--- src/hw/tropuf_pkg.sv ---
// Constants and types for the transient ring cell unclonable function
`default_nettype none
package tropuf_pkg;
    localparam int unsigned CELLS_PER_GROUP = 64;
    localparam int unsigned SEL_W           = 6;
    localparam int unsigned CNT_W           = 10;
    localparam int unsigned DIFF_W          = CNT_W + 1;
    localparam int unsigned BITS_PER_CHAL   = 2;
    localparam int unsigned RESP_W          = 128;
    localparam int unsigned CLK_PERIOD_PS   = 5000;
    localparam int unsigned ACT_TIME_US     = 2;
    // Least time, rounded up to whole cycles
    localparam int unsigned ACT_CYCLES      = (ACT_TIME_US * 1000000 + CLK_PERIOD_PS - 1) / CLK_PERIOD_PS;
    localparam int unsigned ACT_CNT_W       = 9;
    localparam int unsigned SETTLE_CYCLES   = 2;
    localparam int unsigned SETTLE_W        = 2;

    localparam logic [SEL_W-1:0]     LAST_CHAL     = 6'h3F;
    localparam logic [SEL_W-1:0]     FIRST_CHAL    = 6'h00;
    localparam logic [CNT_W-1:0]     CNT_ZERO      = 10'h000;
    localparam logic [CNT_W-1:0]     CNT_MAX       = 10'h3FF;
    localparam logic [ACT_CNT_W-1:0] ACT_LAST      = ACT_CNT_W'(ACT_CYCLES - 1);
    localparam logic [ACT_CNT_W-1:0] ACT_ZERO      = 9'h000;
    localparam logic [SETTLE_W-1:0]  SETTLE_LAST   = SETTLE_W'(SETTLE_CYCLES - 1);
    localparam logic [SETTLE_W-1:0]  SETTLE_ZERO   = 2'h0;
    localparam int unsigned          SIGN_BIT      = DIFF_W - 1;
    localparam int unsigned          LSB_BIT       = 0;

    typedef enum logic [2:0] {
        ST_IDLE,
        ST_SELECT,
        ST_ACTIVE,
        ST_SETTLE,
        ST_STROBE,
        ST_CLEAR
    } tropuf_state_type;

    // One challenge outcome: extracted bits plus raw subtraction
    typedef struct packed {
        logic [BITS_PER_CHAL-1:0] bits;
        logic [DIFF_W-1:0]        diff;
    } tropuf_result_type;
endpackage
`default_nettype wire

--- src/hw/tropuf_top.sv ---
// Controller, counters and response register of the transient ring cell unclonable function
// Notes on behaviour
// There are 128 cells in two groups of 64, with two oscillation counters and one subtractor.
// Each challenge pairs one cell of group A with one of group B, and no cell is used twice.
// One demultiplexer per group enables the chosen cell and a multiplexer per group routes its output to its counter.
// Both chosen cells are started in the same cycle by one common activation signal.
// Each counter is 10 bits and counts oscillations of its chosen cell during the window.
// The subtractor compares the two counts and two response bits are taken from its result.
// A strobe output marks that the subtractor result is valid.
// After selection the activation signal is held at 1 for 2 us before the counts are sampled.
// At the end of the window activation drops, stopping both cells before the result is taken.
// After deactivation the strobe is generated.
// The sequence runs over all pairs and the bits are shifted into a 128-bit response register.
// After each strobe both counters are cleared before the next pair is selected.
`timescale 1ns/1ps
`default_nettype none
module tropuf_top (
    input  wire logic                                   CLK,
    input  wire logic                                   RESET_N,
    input  wire logic                                   START,
    input  wire logic [tropuf_pkg::CELLS_PER_GROUP-1:0] CELL_A_OUT,
    input  wire logic [tropuf_pkg::CELLS_PER_GROUP-1:0] CELL_B_OUT,
    output var  logic [tropuf_pkg::CELLS_PER_GROUP-1:0] CELL_A_ACT,
    output var  logic [tropuf_pkg::CELLS_PER_GROUP-1:0] CELL_B_ACT,
    output var  logic                                   BUSY,
    output var  logic                                   STROBE,
    output var  tropuf_pkg::tropuf_result_type          RESULT,
    output var  logic [tropuf_pkg::RESP_W-1:0]          RESPONSE,
    output var  logic                                   RESP_VALID,
    output var  logic                                   DONE
);

    tropuf_pkg::tropuf_state_type               state_r;
    tropuf_pkg::tropuf_state_type               state_nxt;
    logic [tropuf_pkg::SEL_W-1:0]               chal_r;
    logic [tropuf_pkg::ACT_CNT_W-1:0]           act_cnt_r;
    logic [tropuf_pkg::SETTLE_W-1:0]            settle_r;
    logic [tropuf_pkg::CNT_W-1:0]               cnt_a_r;
    logic [tropuf_pkg::CNT_W-1:0]               cnt_b_r;
    logic                                       prev_a_r;
    logic                                       prev_b_r;
    logic                                       sel_a;
    logic                                       sel_b;
    logic                                       counting;
    logic [tropuf_pkg::DIFF_W-1:0]              diff;

    // Saturating count: a stuck-fast cell must not wrap and flip the comparison
    function automatic logic [tropuf_pkg::CNT_W-1:0] count_step(
        input logic [tropuf_pkg::CNT_W-1:0] cnt,
        input logic                         prev,
        input logic                         cur
    );
        logic [tropuf_pkg::CNT_W-1:0] res;
        res = cnt;
        if (cur && !prev && cnt != tropuf_pkg::CNT_MAX) begin
            res = cnt + 1'b1;
        end
        return res;
    endfunction

    function automatic logic [tropuf_pkg::CELLS_PER_GROUP-1:0] one_hot(
        input logic [tropuf_pkg::SEL_W-1:0] idx
    );
        logic [tropuf_pkg::CELLS_PER_GROUP-1:0] res;
        res      = '0;
        res[idx] = 1'b1;
        return res;
    endfunction

    // output multiplexers
    assign sel_a    = CELL_A_OUT[chal_r];
    assign sel_b    = CELL_B_OUT[chal_r];
    // Settle keeps counting edges already in flight after the cells stop
    assign counting = (state_r == tropuf_pkg::ST_ACTIVE) || (state_r == tropuf_pkg::ST_SETTLE);
    // subtractor
    assign diff     = {1'b0, cnt_a_r} - {1'b0, cnt_b_r};
    assign BUSY     = (state_r != tropuf_pkg::ST_IDLE);

    always_comb begin
        state_nxt = state_r;
        unique case (state_r)
            tropuf_pkg::ST_IDLE: begin
                if (START) begin
                    state_nxt = tropuf_pkg::ST_SELECT;
                end
            end
            tropuf_pkg::ST_SELECT: begin
                state_nxt = tropuf_pkg::ST_ACTIVE;
            end
            tropuf_pkg::ST_ACTIVE: begin
                // window length
                if (act_cnt_r == tropuf_pkg::ACT_LAST) begin
                    state_nxt = tropuf_pkg::ST_SETTLE;
                end
            end
            tropuf_pkg::ST_SETTLE: begin
                // strobe after deactivation
                if (settle_r == tropuf_pkg::SETTLE_LAST) begin
                    state_nxt = tropuf_pkg::ST_STROBE;
                end
            end
            tropuf_pkg::ST_STROBE: begin
                state_nxt = tropuf_pkg::ST_CLEAR;
            end
            tropuf_pkg::ST_CLEAR: begin
                if (chal_r == tropuf_pkg::LAST_CHAL) begin
                    state_nxt = tropuf_pkg::ST_IDLE;
                end else begin
                    state_nxt = tropuf_pkg::ST_SELECT;
                end
            end
        endcase
    end

    always_ff @(posedge CLK or negedge RESET_N) begin
        if (!RESET_N) begin
            state_r <= tropuf_pkg::ST_IDLE;
        end else begin
            state_r <= state_nxt;
        end
    end

    // each index used once, A[i] against B[i]
    always_ff @(posedge CLK or negedge RESET_N) begin
        if (!RESET_N) begin
            chal_r <= tropuf_pkg::FIRST_CHAL;
        end else if (state_r == tropuf_pkg::ST_IDLE && START) begin
            chal_r <= tropuf_pkg::FIRST_CHAL;
        end else if (state_r == tropuf_pkg::ST_CLEAR && chal_r != tropuf_pkg::LAST_CHAL) begin
            chal_r <= chal_r + 1'b1;
        end
    end

    always_ff @(posedge CLK or negedge RESET_N) begin
        if (!RESET_N) begin
            act_cnt_r <= tropuf_pkg::ACT_ZERO;
            settle_r  <= tropuf_pkg::SETTLE_ZERO;
        end else begin
            act_cnt_r <= (state_r == tropuf_pkg::ST_ACTIVE) ? act_cnt_r + 1'b1 : tropuf_pkg::ACT_ZERO;
            settle_r  <= (state_r == tropuf_pkg::ST_SETTLE) ? settle_r + 1'b1 : tropuf_pkg::SETTLE_ZERO;
        end
    end

    // common activation, dropped when window ends
    always_ff @(posedge CLK or negedge RESET_N) begin
        if (!RESET_N) begin
            CELL_A_ACT <= '0;
            CELL_B_ACT <= '0;
        end else if (state_nxt == tropuf_pkg::ST_ACTIVE) begin
            // demultiplexed enables
            CELL_A_ACT <= one_hot(chal_r);
            CELL_B_ACT <= one_hot(chal_r);
        end else begin
            CELL_A_ACT <= '0;
            CELL_B_ACT <= '0;
        end
    end

    always_ff @(posedge CLK or negedge RESET_N) begin
        if (!RESET_N) begin
            prev_a_r <= 1'b0;
            prev_b_r <= 1'b0;
        end else begin
            prev_a_r <= sel_a;
            prev_b_r <= sel_b;
        end
    end

    // two oscillation counters
    always_ff @(posedge CLK or negedge RESET_N) begin
        if (!RESET_N) begin
            cnt_a_r <= tropuf_pkg::CNT_ZERO;
            cnt_b_r <= tropuf_pkg::CNT_ZERO;
        end else if (state_r == tropuf_pkg::ST_CLEAR || state_r == tropuf_pkg::ST_IDLE) begin
            // clear after strobe
            cnt_a_r <= tropuf_pkg::CNT_ZERO;
            cnt_b_r <= tropuf_pkg::CNT_ZERO;
        end else if (counting) begin
            cnt_a_r <= count_step(cnt_a_r, prev_a_r, sel_a);
            cnt_b_r <= count_step(cnt_b_r, prev_b_r, sel_b);
        end
    end

    // two bits latched and strobed
    always_ff @(posedge CLK or negedge RESET_N) begin
        if (!RESET_N) begin
            RESULT <= '0;
            STROBE <= 1'b0;
        end else begin
            STROBE <= (state_nxt == tropuf_pkg::ST_STROBE);
            if (state_nxt == tropuf_pkg::ST_STROBE) begin
                RESULT.bits <= {diff[tropuf_pkg::SIGN_BIT], diff[tropuf_pkg::LSB_BIT]};
                RESULT.diff <= diff;
            end
        end
    end

    // response shift register
    always_ff @(posedge CLK or negedge RESET_N) begin
        if (!RESET_N) begin
            RESPONSE <= '0;
        end else if (STROBE) begin
            RESPONSE <= {RESPONSE[tropuf_pkg::RESP_W-tropuf_pkg::BITS_PER_CHAL-1:0], RESULT.bits};
        end
    end

    always_ff @(posedge CLK or negedge RESET_N) begin
        if (!RESET_N) begin
            RESP_VALID <= 1'b0;
            DONE       <= 1'b0;
        end else begin
            DONE <= (state_r == tropuf_pkg::ST_CLEAR) && (chal_r == tropuf_pkg::LAST_CHAL);
            if (state_r == tropuf_pkg::ST_IDLE && START) begin
                RESP_VALID <= 1'b0;
            end else if (state_r == tropuf_pkg::ST_CLEAR && chal_r == tropuf_pkg::LAST_CHAL) begin
                RESP_VALID <= 1'b1;
            end
        end
    end

endmodule // tropuf_top
`default_nettype wire

--- config.mk ---
export PLATFORM = sky130hd
export DESIGN_NAME = tropuf_top
export DESIGN_NICKNAME = d
export VERILOG_FILES = /design/src/hw/tropuf_pkg.sv /design/src/hw/tropuf_top.sv
export SDC_FILE = /design/constraint.sdc
export NUM_CORES = 1
export LEC_CHECK = 0
export BUFFER_PORTS_ARGS = -buffer_cell sky130_fd_sc_hd__buf_2
export CAP_MARGIN = 20
export CORE_AREA = 4 4 156 158
export DETAILED_ROUTE_END_ITERATION = 10
export DIE_AREA = 0 0 160 162
export PLACE_DENSITY = 0.88
export SLEW_MARGIN = 30
export SYNTH_ARGS = -nofsm -noshare
export SYNTH_HDL_FRONTEND = slang
export SYNTH_SLANG_ARGS = --single-unit
--- constraint.sdc ---
create_clock -name CLK -period 6.25 [get_ports CLK]
set_clock_uncertainty 0.2 [all_clocks]
set_input_delay 1.25 -clock CLK [delete_from_list [all_inputs] [get_ports CLK]]
set_output_delay 1.25 -clock CLK [all_outputs]
set_load 0.01 [all_outputs]
Word-level counts from Yosys, hierarchy flattened:

Index checks and enable logic that the tools add are counted.

* word-level logic and storage cells: 81
* input port bits: 131
* flip-flop bits (word level): 250
* output and inout bits: 273
* memories: 0
* bits in read-only memories: 0
* bits in latches: 0
* RAM bits: 0

* multipliers: 0
* multiplexer cells: 24
* equal/unequal tests: 13
* bitwise logic cells: 0
* div/mod/pow operators: 0
* shift-type cells: 0
* reductions and logical operators: 21
* $lt $le $gt $ge: 2
* add/sub/neg operators: 6

Operators by type and width (count)
* $mux W64: 1
* $mux W10: 6
* $add A10 B1 Y10 const B: 2
* $ne A10 B10 Y1 const B: 2
* $pmux W3 S6: 1
* $bmux W1 S6: 2
* $mux W6: 2
* $sub A10 B10 Y11: 1
* $reduce_bool A2 Y1: 5
* $add A9 B1 Y9 const B: 1
* $eq A3 B2 Y1 const B: 3
* $eq A3 B3 Y1 const B: 3
* $eq A9 B9 Y1 const B: 1
* $mux W3: 3
* $mux W9: 1
* $logic_and A1 B1 Y1: 8
* $lt A6 B7 Y1 const B: 1
* $add A6 B1 Y6 const B: 1
* $demux W1 S6: 1
* $eq A6 B6 Y1 const B: 1
* $ge A6 B1 Y1 const B: 1
* $mux W1: 6
* $ne A6 B6 Y1 const B: 1
* $reduce_and A2 Y1: 2
* other kinds (8): 10

Logic depth before layout (Yosys ltp):

Gate-level depths: netlist of run 1.

* word-level depth: 7
* depth in mapped cells: 11
* mapped depth without buffers: 10

Worst setup path after synthesis of run 1:

OpenSTA, ideal clock, no wires.

* path kind: input -> register
* from: in CELL_A_OUT[23] (netlist bit)
* to: reg cnt_a_r[1] (netlist bit)
* setup slack: 3.027 ns
* library setup time: 0.095 ns
* arrival: 2.928 ns
* path buffers: 1
* data required time: 5.955 ns
* stages on the path: 8
* cells stage by stage: mux4_2 and2b_4 a2111oi_2 a32oi_1 or2_1 buf_6 and2_4 o31ai_1

* longest elaborated chain between the ends: 6

RTL lines
* start, declared: RTL line tropuf_top.sv:21 `input wire logic [tropuf_pkg::CELLS_PER_GROUP-1:0] CELL_A_OUT,`
* $bmux W1 S6: RTL line tropuf_top.sv:71 `assign sel_a = CELL_A_OUT[chal_r];`
* $mux W1 (implied by the code): RTL line tropuf_top.sv:71
* via sel_a: RTL line tropuf_top.sv:42 `logic sel_a;`
* $logic_and A1 B1 Y1 (2 in series): RTL line tropuf_top.sv:55 `if (cur && !prev && cnt != tropuf_pkg::CNT_MAX) begin`
* $reduce_bool A2 Y1 (no source line)
* $reduce_and A2 Y1 (no source line)
* end signal, assigned: RTL line tropuf_top.sv:172 `cnt_a_r <= tropuf_pkg::CNT_ZERO;`
* end signal, assigned: RTL line tropuf_top.sv:176 `cnt_a_r <= tropuf_pkg::CNT_ZERO;`
* end signal, assigned: RTL line tropuf_top.sv:179 `cnt_a_r <= count_step(cnt_a_r, prev_a_r, sel_a);`
* end, declared: RTL line tropuf_top.sv:38 `logic [tropuf_pkg::CNT_W-1:0] cnt_a_r;`

The timed path passes the listed nets, and every way through them passes these cells. The select of a mux whose other input is x is not followed.
A chain may end at the register's enable or synchronous reset.

Worst setup path in the final report of run 1:

* from: reg chal_r[0] (netlist bit)
* to: reg cnt_a_r[1] (netlist bit)

* longest elaborated chain between the ends: 6

RTL lines
* start, declared: RTL line tropuf_top.sv:35 `logic [tropuf_pkg::SEL_W-1:0] chal_r;`
* start signal, assigned: RTL line tropuf_top.sv:126 `chal_r <= tropuf_pkg::FIRST_CHAL;`
* start signal, assigned: RTL line tropuf_top.sv:128 `chal_r <= tropuf_pkg::FIRST_CHAL;`
* start signal, assigned: RTL line tropuf_top.sv:130 `chal_r <= chal_r + 1'b1;`
* $bmux W1 S6: RTL line tropuf_top.sv:71
* $mux W1 (implied by the code): RTL line tropuf_top.sv:71
* $logic_and A1 B1 Y1 (2 in series): RTL line tropuf_top.sv:55
* $reduce_bool A2 Y1 (no source line)
* $reduce_and A2 Y1 (no source line)

Every way passes these cells. The select of a mux whose other input is x is not followed.

==> results of run 1 <==
==> cell type report <==
class	instances	area [sq um]	share of cell area, %
Sequential cell	248	6210	44.3
Multi-Input combinational cell	560	4390	31.3
Timing Repair Buffer	409	2100	15.0
Clock buffer	35	723	5.16
Tap cell	290	363	2.59
Clock inverter	10	143	1.02
Inverter	21	78.8	0.562
==> cells by family after synthesis <==
group	Yosys count	share of synthesized area [%]
buf+inv	135	7.60
xor+xnor	15	1.15
simple gates	259	10.9
compound gates	78	4.68
mux	192	19.7
flops	248	54.1
fa+ha+maj	16	1.81
==> cell usage in the layout (no fill, tap or decap), types with 15 or more instances in the layout <==
master,count
o21ai_0,16
nor2_1,100
mux2_2,130
nand2_1,52
ha_1,15
mux2i_1,46
a21oi_1,15
buf_2,402
clkbuf_16,25
inv_1,20
nand3_1,17
dfrtp_1,246
nor3_1,21
==> registers in the layout (all words and copies together), names as in the netlist, 3 cells and up <==
| register | flops |
|---|---|
| state_r | 3 |
| cnt_b_r | 10 |
| CELL_B_ACT | 64 |
| cnt_a_r | 10 |
| act_cnt_r | 9 |
| RESPONSE | 128 |
| chal_r | 6 |
| RESULT | 11 |
==> power breakdown <==
part | switching (mW) | internal (mW) | total (mW)
combinational | 0.875 | 0.625 | 1.50
sequential | 0.208 | 1.74 | 1.95
clock | 0.613 | 0.936 | 1.55
total | 1.70 | 3.30 | 5.00
==> critical path: stages (launching register included) <==
cell and delay [ns]:
dfrtp_2 0.80, buf_4 0.45, mux2_1 0.36, and3_1 0.18, nor4_1 0.43, a32oi_1 0.33, or2_1 0.42, and2_4 0.19
o31ai_1 0.18
==> worst max path at each step <==
stage                                from                     end  slack (ns)  cells after the start
finish              chal_r[0]$_DFFE_PN0P_  cnt_a_r[1]$_DFFE_PN0P_        2.61                      8
global route        chal_r[0]$_DFFE_PN0P_  cnt_a_r[1]$_DFFE_PN0P_        2.48                      8
CTS                 chal_r[0]$_DFFE_PN0P_  cnt_a_r[1]$_DFFE_PN0P_        2.67                      8
detailed placement         CELL_B_OUT[23]  cnt_b_r[9]$_DFFE_PN0P_        2.58                      8
global placement           CELL_A_OUT[13]  cnt_a_r[1]$_DFFE_PN0P_        2.72                      8
floorplan                  CELL_A_OUT[23]  cnt_a_r[1]$_DFFE_PN0P_        3.03                      8
==> per-layer routing <==
metal,global-route usage [%],share of wire (%)
met5,0,0
met4,7.90,3.3
met3,2.84,5.8
met2,40.5,52
met1,27.1,39
==> per-stage QoR <==
step,instances,cell area [sq um]
final,1573,14000
after detailed placement,1528,13100
after global routing,1573,14000
after global placement,1527,13100
after floorplan,943,11500
after CTS,1573,14000
==> metrics, run 1 <==
outcome completed; top_reg_cell synth dfrtp_1; register clock-pin slew on the reported worst setup and hold paths approximately 0.060 ns; Starting Density between 40% and 50%; number of flops mapped to enable cells by yosys 0; crit path max fanout 25; initial drt markers between 400 and 500; Slew HR around 37%; synth warn 0; worst-case clock buffer depth 3; top cell type's share of synthesized area 54.1%; drt first pass iters 5; DRC 0; crit end category register; Final Hold Vio Count 0; Worst-Skew Late Latency roughly 0.5 ns; Synth Instances 943; Final setup viols 0; aggregate routed wire length 30.1 mm; CP required 6.47 ns; leading area contributor after synthesis dfrtp_1; clock sink count 248; reg2reg path depth 8; max_cap viols 0; # rows 56; reg-to-reg endpoint cnt_a_r[1]$_DFFE_PN0P_; CP arrival ~3.9 ns; vias in the first global route about 8500; worst vdd ir 0.235 mV; Final Slew Violations 0; Worst Tran Pin Value 0.948 ns; Final TNS setup 0 ns; Post-synth ARST share 100%; layout net count 1412; hold_sp act_cnt_r[0]$_DFF_PN0_; Synth top cells by count dfrtp_1, mux2_2, nor2_1, buf_4, nand2_1; CTS H-Tree Depth 1; Post-DP HPWL approximately 23 mm; CTS tree built; share of layout cells above drive strength 1 between 40% and 50%; Yosys cell types 66; largest net degree at the start of global routing between 90 and 100; final antenna-violating net count 0; Port Buf Inserts 403; Final Util roughly three fifths; total track usage 22.2%; Fill cells ~1800; Die Span Y between 150 and 200 um; overall power consumption 5.00 mW; # diodes 0; hold_buf cts 0; Mapped Area 11500 sq um; Die ar. around 26000 sq um; min Tclk post-route ~3.6 ns; Hold Path Class register to register; DR vias 8489; period utilization slightly below 60%; top-count cell post-synth dfrtp_1; syn nets roughly 1100; Mean Syn Cell Area 12.2 sq um; core area 23100 sq um; reg-to-reg slack, setup approximately 2.6 ns; num ports between 400 and 500; number of clock buffers inserted by TritonCTS 25; Fmax approximately 270 MHz; FF-to-FF Start chal_r[0]$_DFFE_PN0P_; post_cts resized 0; Vias/cell about 5.4; Pwr per Cell Area about 360 nW/um^2; # Post-CTS Setup Buffers 0; dpl ws 2.58 ns; Seq/Total Area, Yosys 54.1%; Fin Hold WS about 0.26 ns; routed len/inst between 15 and 20 um; crit path kind register to register; Worst Slack Setup Final approximately 2.6 ns; total grt overflow 0; root buf cell clkbuf_16; global-route wire length before repair approximately 47 mm; Area Overhead vs Synth 22.3%; cell depth of the worst hold path 1; hold worst-path end act_cnt_r[0]$_DFF_PN0_; gpl congestion approximately 0.99; antenna violations before repair 1; RSZ-0062 raised after global routing false; Seq cells post-synth about 250; top post-synthesis cells by area dfrtp_1, mux2_2, buf_4, mux2i_1, nor2_1; overall die width around 160 um; critical path launch point type register; Pleak around 7.6 nW
(Power assumes the default switching activity.)
==> run 2: changes to the inputs <==
Settings changed: ABC_AREA set to 1, CORE_AREA 4 4 156 158 to not set, CORE_MARGIN set to 4, CORE_UTILIZATION set to 51, DIE_AREA 0 0 160 162 to not set, PLACE_DENSITY 0.88 to 0.89.
Clock period 6.25 ns to 3.7 ns, I/O delays scaled along.
==> metrics, run 2 <==
top post-synthesis cells by area dfrtp_1, nand2_1, inv_1, nor2_1, buf_4; CP required 3.90 ns (-2.57 ns); gpl congestion 0.918 (-7.2%); Seq cells post-synth 248 (unchanged); post_cts resized 0 (unchanged); CP arrival 3.07 ns (-0.79 ns); routed len/inst 15.5 um (-19%); Final setup viols 0 (unchanged); Pwr per Cell Area 749 nW/um^2 (+110%); Pleak 8.43 nW (+11%); Worst Tran Pin Value 0.852 ns (-0.0960 ns); outcome completed; max incr delay on CP 0.55 ns (-0.25 ns); final antenna-violating net count 0 (unchanged); num ports 404 (unchanged); Mapped Area 12100 sq um (+6.0%); Area Overhead vs Synth 21.1%; vias in the first global route 10400 (+22%); Die Span Y 162 um (+0.21%); period utilization 77.6% (+19 points); most common cell after layout, fill and taps aside buf_2; Vias/cell 5.08 (-5.9%); CTS tree built; Starting Density 51.8% (+2.2 points); Slew HR 43.1% (+6.3 points); core area 23500 sq um (+1.5%); CTS H-Tree Depth 1 (unchanged); Synth top cells by count nand2_1, dfrtp_1, inv_1, nor2_1, o21ai_0; total grt overflow 0 (unchanged); number of clock buffers inserted by TritonCTS 25 (unchanged); antenna violations before repair 0 (-1); layout net count 1963 (+39%); global-route wire length before repair 52.6 mm (+13%); Port Buf Inserts 403 (unchanged); syn nets 1652 (+52%); Worst-Skew Late Latency 0.51 ns (about the same); aggregate routed wire length 33.4 mm (+11%); synth warn 0 (unchanged); crit path max fanout 75 (+200%); Final TNS setup 0 ns (unchanged); initial drt markers 1175 (+170%); root buf cell clkbuf_16; worst-case clock buffer depth 3 (unchanged); Die ar. 26400 sq um (+1.7%); Yosys cell types 35 (-47%); max_cap viols 0 (unchanged); drt first pass iters 6 (+1); # Post-CTS Setup Buffers 0 (unchanged); Worst path depth 8 (unchanged); largest net degree at the start of global routing 172 (+74%); Fill cells 1886 (+4.1%); leading area contributor after synthesis dfrtp_1; Seq/Total Area, Yosys 51.1% (-3.0 points); Post-DP HPWL 25.2 mm (+8.3%); top cell type's share of synthesized area 51.1% (-3.0 points); top_reg_cell synth dfrtp_1; Synth Instances 1505 (+60%); total track usage 24.3% (+2.1 points); Worst path top cell family by delay simple AND/OR/NAND/NOR gates; Fmax 348 MHz (+27%); Final Util 62.7% (+2.1 points); Non-Filler Instances 2154 (+37%); Top reg by flops RESPONSE; # diodes 0 (unchanged); Cell Chain, Critical Path buf_4, ha_1, nand3_2, nand2_2, nand4_1, nor2_2, nand3_4, nor3_1; DR vias 10900 (+29%); most frequent cells in the layout buf_2, nand2_1, inv_1; worst vdd ir 0.492 mV (+110%); critical path launch point type register; Final Slew Violations 0 (unchanged); placed cell count 2108 (+38%); RSZ-0062 raised after global routing false; crit end category register; Final Hold Vio Count 0 (unchanged); number of flip-flops in the largest register 128 (unchanged); Critical path buffers and inverters 1 (unchanged); largest registers RESPONSE: 128 flops, CELL_B_ACT: 64 flops, RESULT: 11 flops; hold_buf cts 0 (unchanged); CP max-delay cell buf_4; Mean Syn Cell Area 8.07 sq um (-34%); register clock-pin slew on the reported worst setup and hold paths 0.06 ns (about the same); # rows 56 (unchanged); min Tclk post-route 2.87 ns (-0.771 ns); number of flops mapped to enable cells by yosys 0 (unchanged); share of layout cells above drive strength 1 26.5% (-21 points); reg2reg path depth 8 (unchanged); overall die width 162 um (+1.5%); Post-synth ARST share 100% (unchanged); clock sink count 248 (unchanged); top-count cell post-synth nand2_1; Hold Path Class input port to async pin; crit path kind register to register; DRC 0 (unchanged)
[run 2: changes by cell type in the layout (fill, tap and decap cells not counted), sizes merged, moves of 46 or more]
| cell | before | now |
|---|---|---|
| a21oi | 15 | 80 |
| inv | 24 | 252 |
| mux2 | 132 | 3 |
| mux2i | 46 | 0 |
| nand2 | 52 | 307 |
| nand3 | 18 | 97 |
| nor2 | 101 | 150 |
| o21ai | 17 | 103 |
[run 2: cell type report]
class	count	area (sq um)	share of cell area [%]
Clock buffer	36	687	4.67
Clock inverter	10	135	0.918
Inverter	253	950	6.45
Multi-Input combinational cell	877	4210	28.6
Sequential cell	248	6210	42.2
Tap cell	319	399	2.71
Timing Repair Buffer	411	2120	14.4
[run 2: worst paths after layout]
path / slack [ns] / endpoint / start
hold / removal: 0.002 / RESPONSE[111]$_DFFE_PN0P_ / RESET_N
setup / recovery: 0.83 / CELL_B_ACT[33]$_DFF_PN0_ / chal_r[0]$_DFFE_PN0P_
max in group asynchronous: 2.30 / chal_r[0]$_DFFE_PN0P_ / RESET_N
min in group CLK: 0.25 / settle_r[0]$_DFF_PN0_ / settle_r[0]$_DFF_PN0_
hold reg to reg: 0.25 / settle_r[0]$_DFF_PN0_ / settle_r[0]$_DFF_PN0_
setup reg to reg: 0.83 / CELL_B_ACT[33]$_DFF_PN0_ / chal_r[0]$_DFFE_PN0P_
[run 2: logic make-up (layout without fill, tap and decap cells)]
group	Yosys count	after routing	share of synthesized area, %
simple gates	651	651	23.4
buf+inv	380	710	14.3
flops	248	248	51.1
fa+ha+maj	16	16	1.71
mux	3	3	0.278
compound gates	187	187	7.78
xor+xnor	20	20	1.44
[run 2: power by group]
part | leakage [nW] | internal [mW] | switching [mW] | total, mW
clock | 0.400 | 1.50 | 1.01 | 2.52
sequential | 3.21 | 3.54 | 0.645 | 4.18
combinational | 4.82 | 1.43 | 2.89 | 4.32
total | 8.43 | 6.48 | 4.54 | 11.0
[run 2: per-stage QoR]
stage	hold slack (ns)	power [mW]	setup WS [ns]	area, sq um
floorplan	0.209	7.01	1.62	12100
detailed placement	0.230	8.51	0.835	13900
global placement	0.219	8.32	0.988	13900
finish	0.00188	11.0	0.830	14700
CTS	0.0142	11.1	0.838	14700
global route	0.0435	11.8	0.592	14700
[run 2: layer usage]
layer	global-route usage (%)	share of wire (%)
met5	0	0
met3	3.49	7.3
met1	29.9	39
met4	8.50	2.8
met2	43.8	51
[run 2: worst register-to-register path, cell delays in order (launching register included)]
cell and delay [ns]:
dfrtp_2 0.36, buf_4 0.55, ha_1 0.33, nand3_2 0.10
nand2_2 0.11, nand4_1 0.12, nor2_2 0.24, nand3_4 0.42
nor3_1 0.33
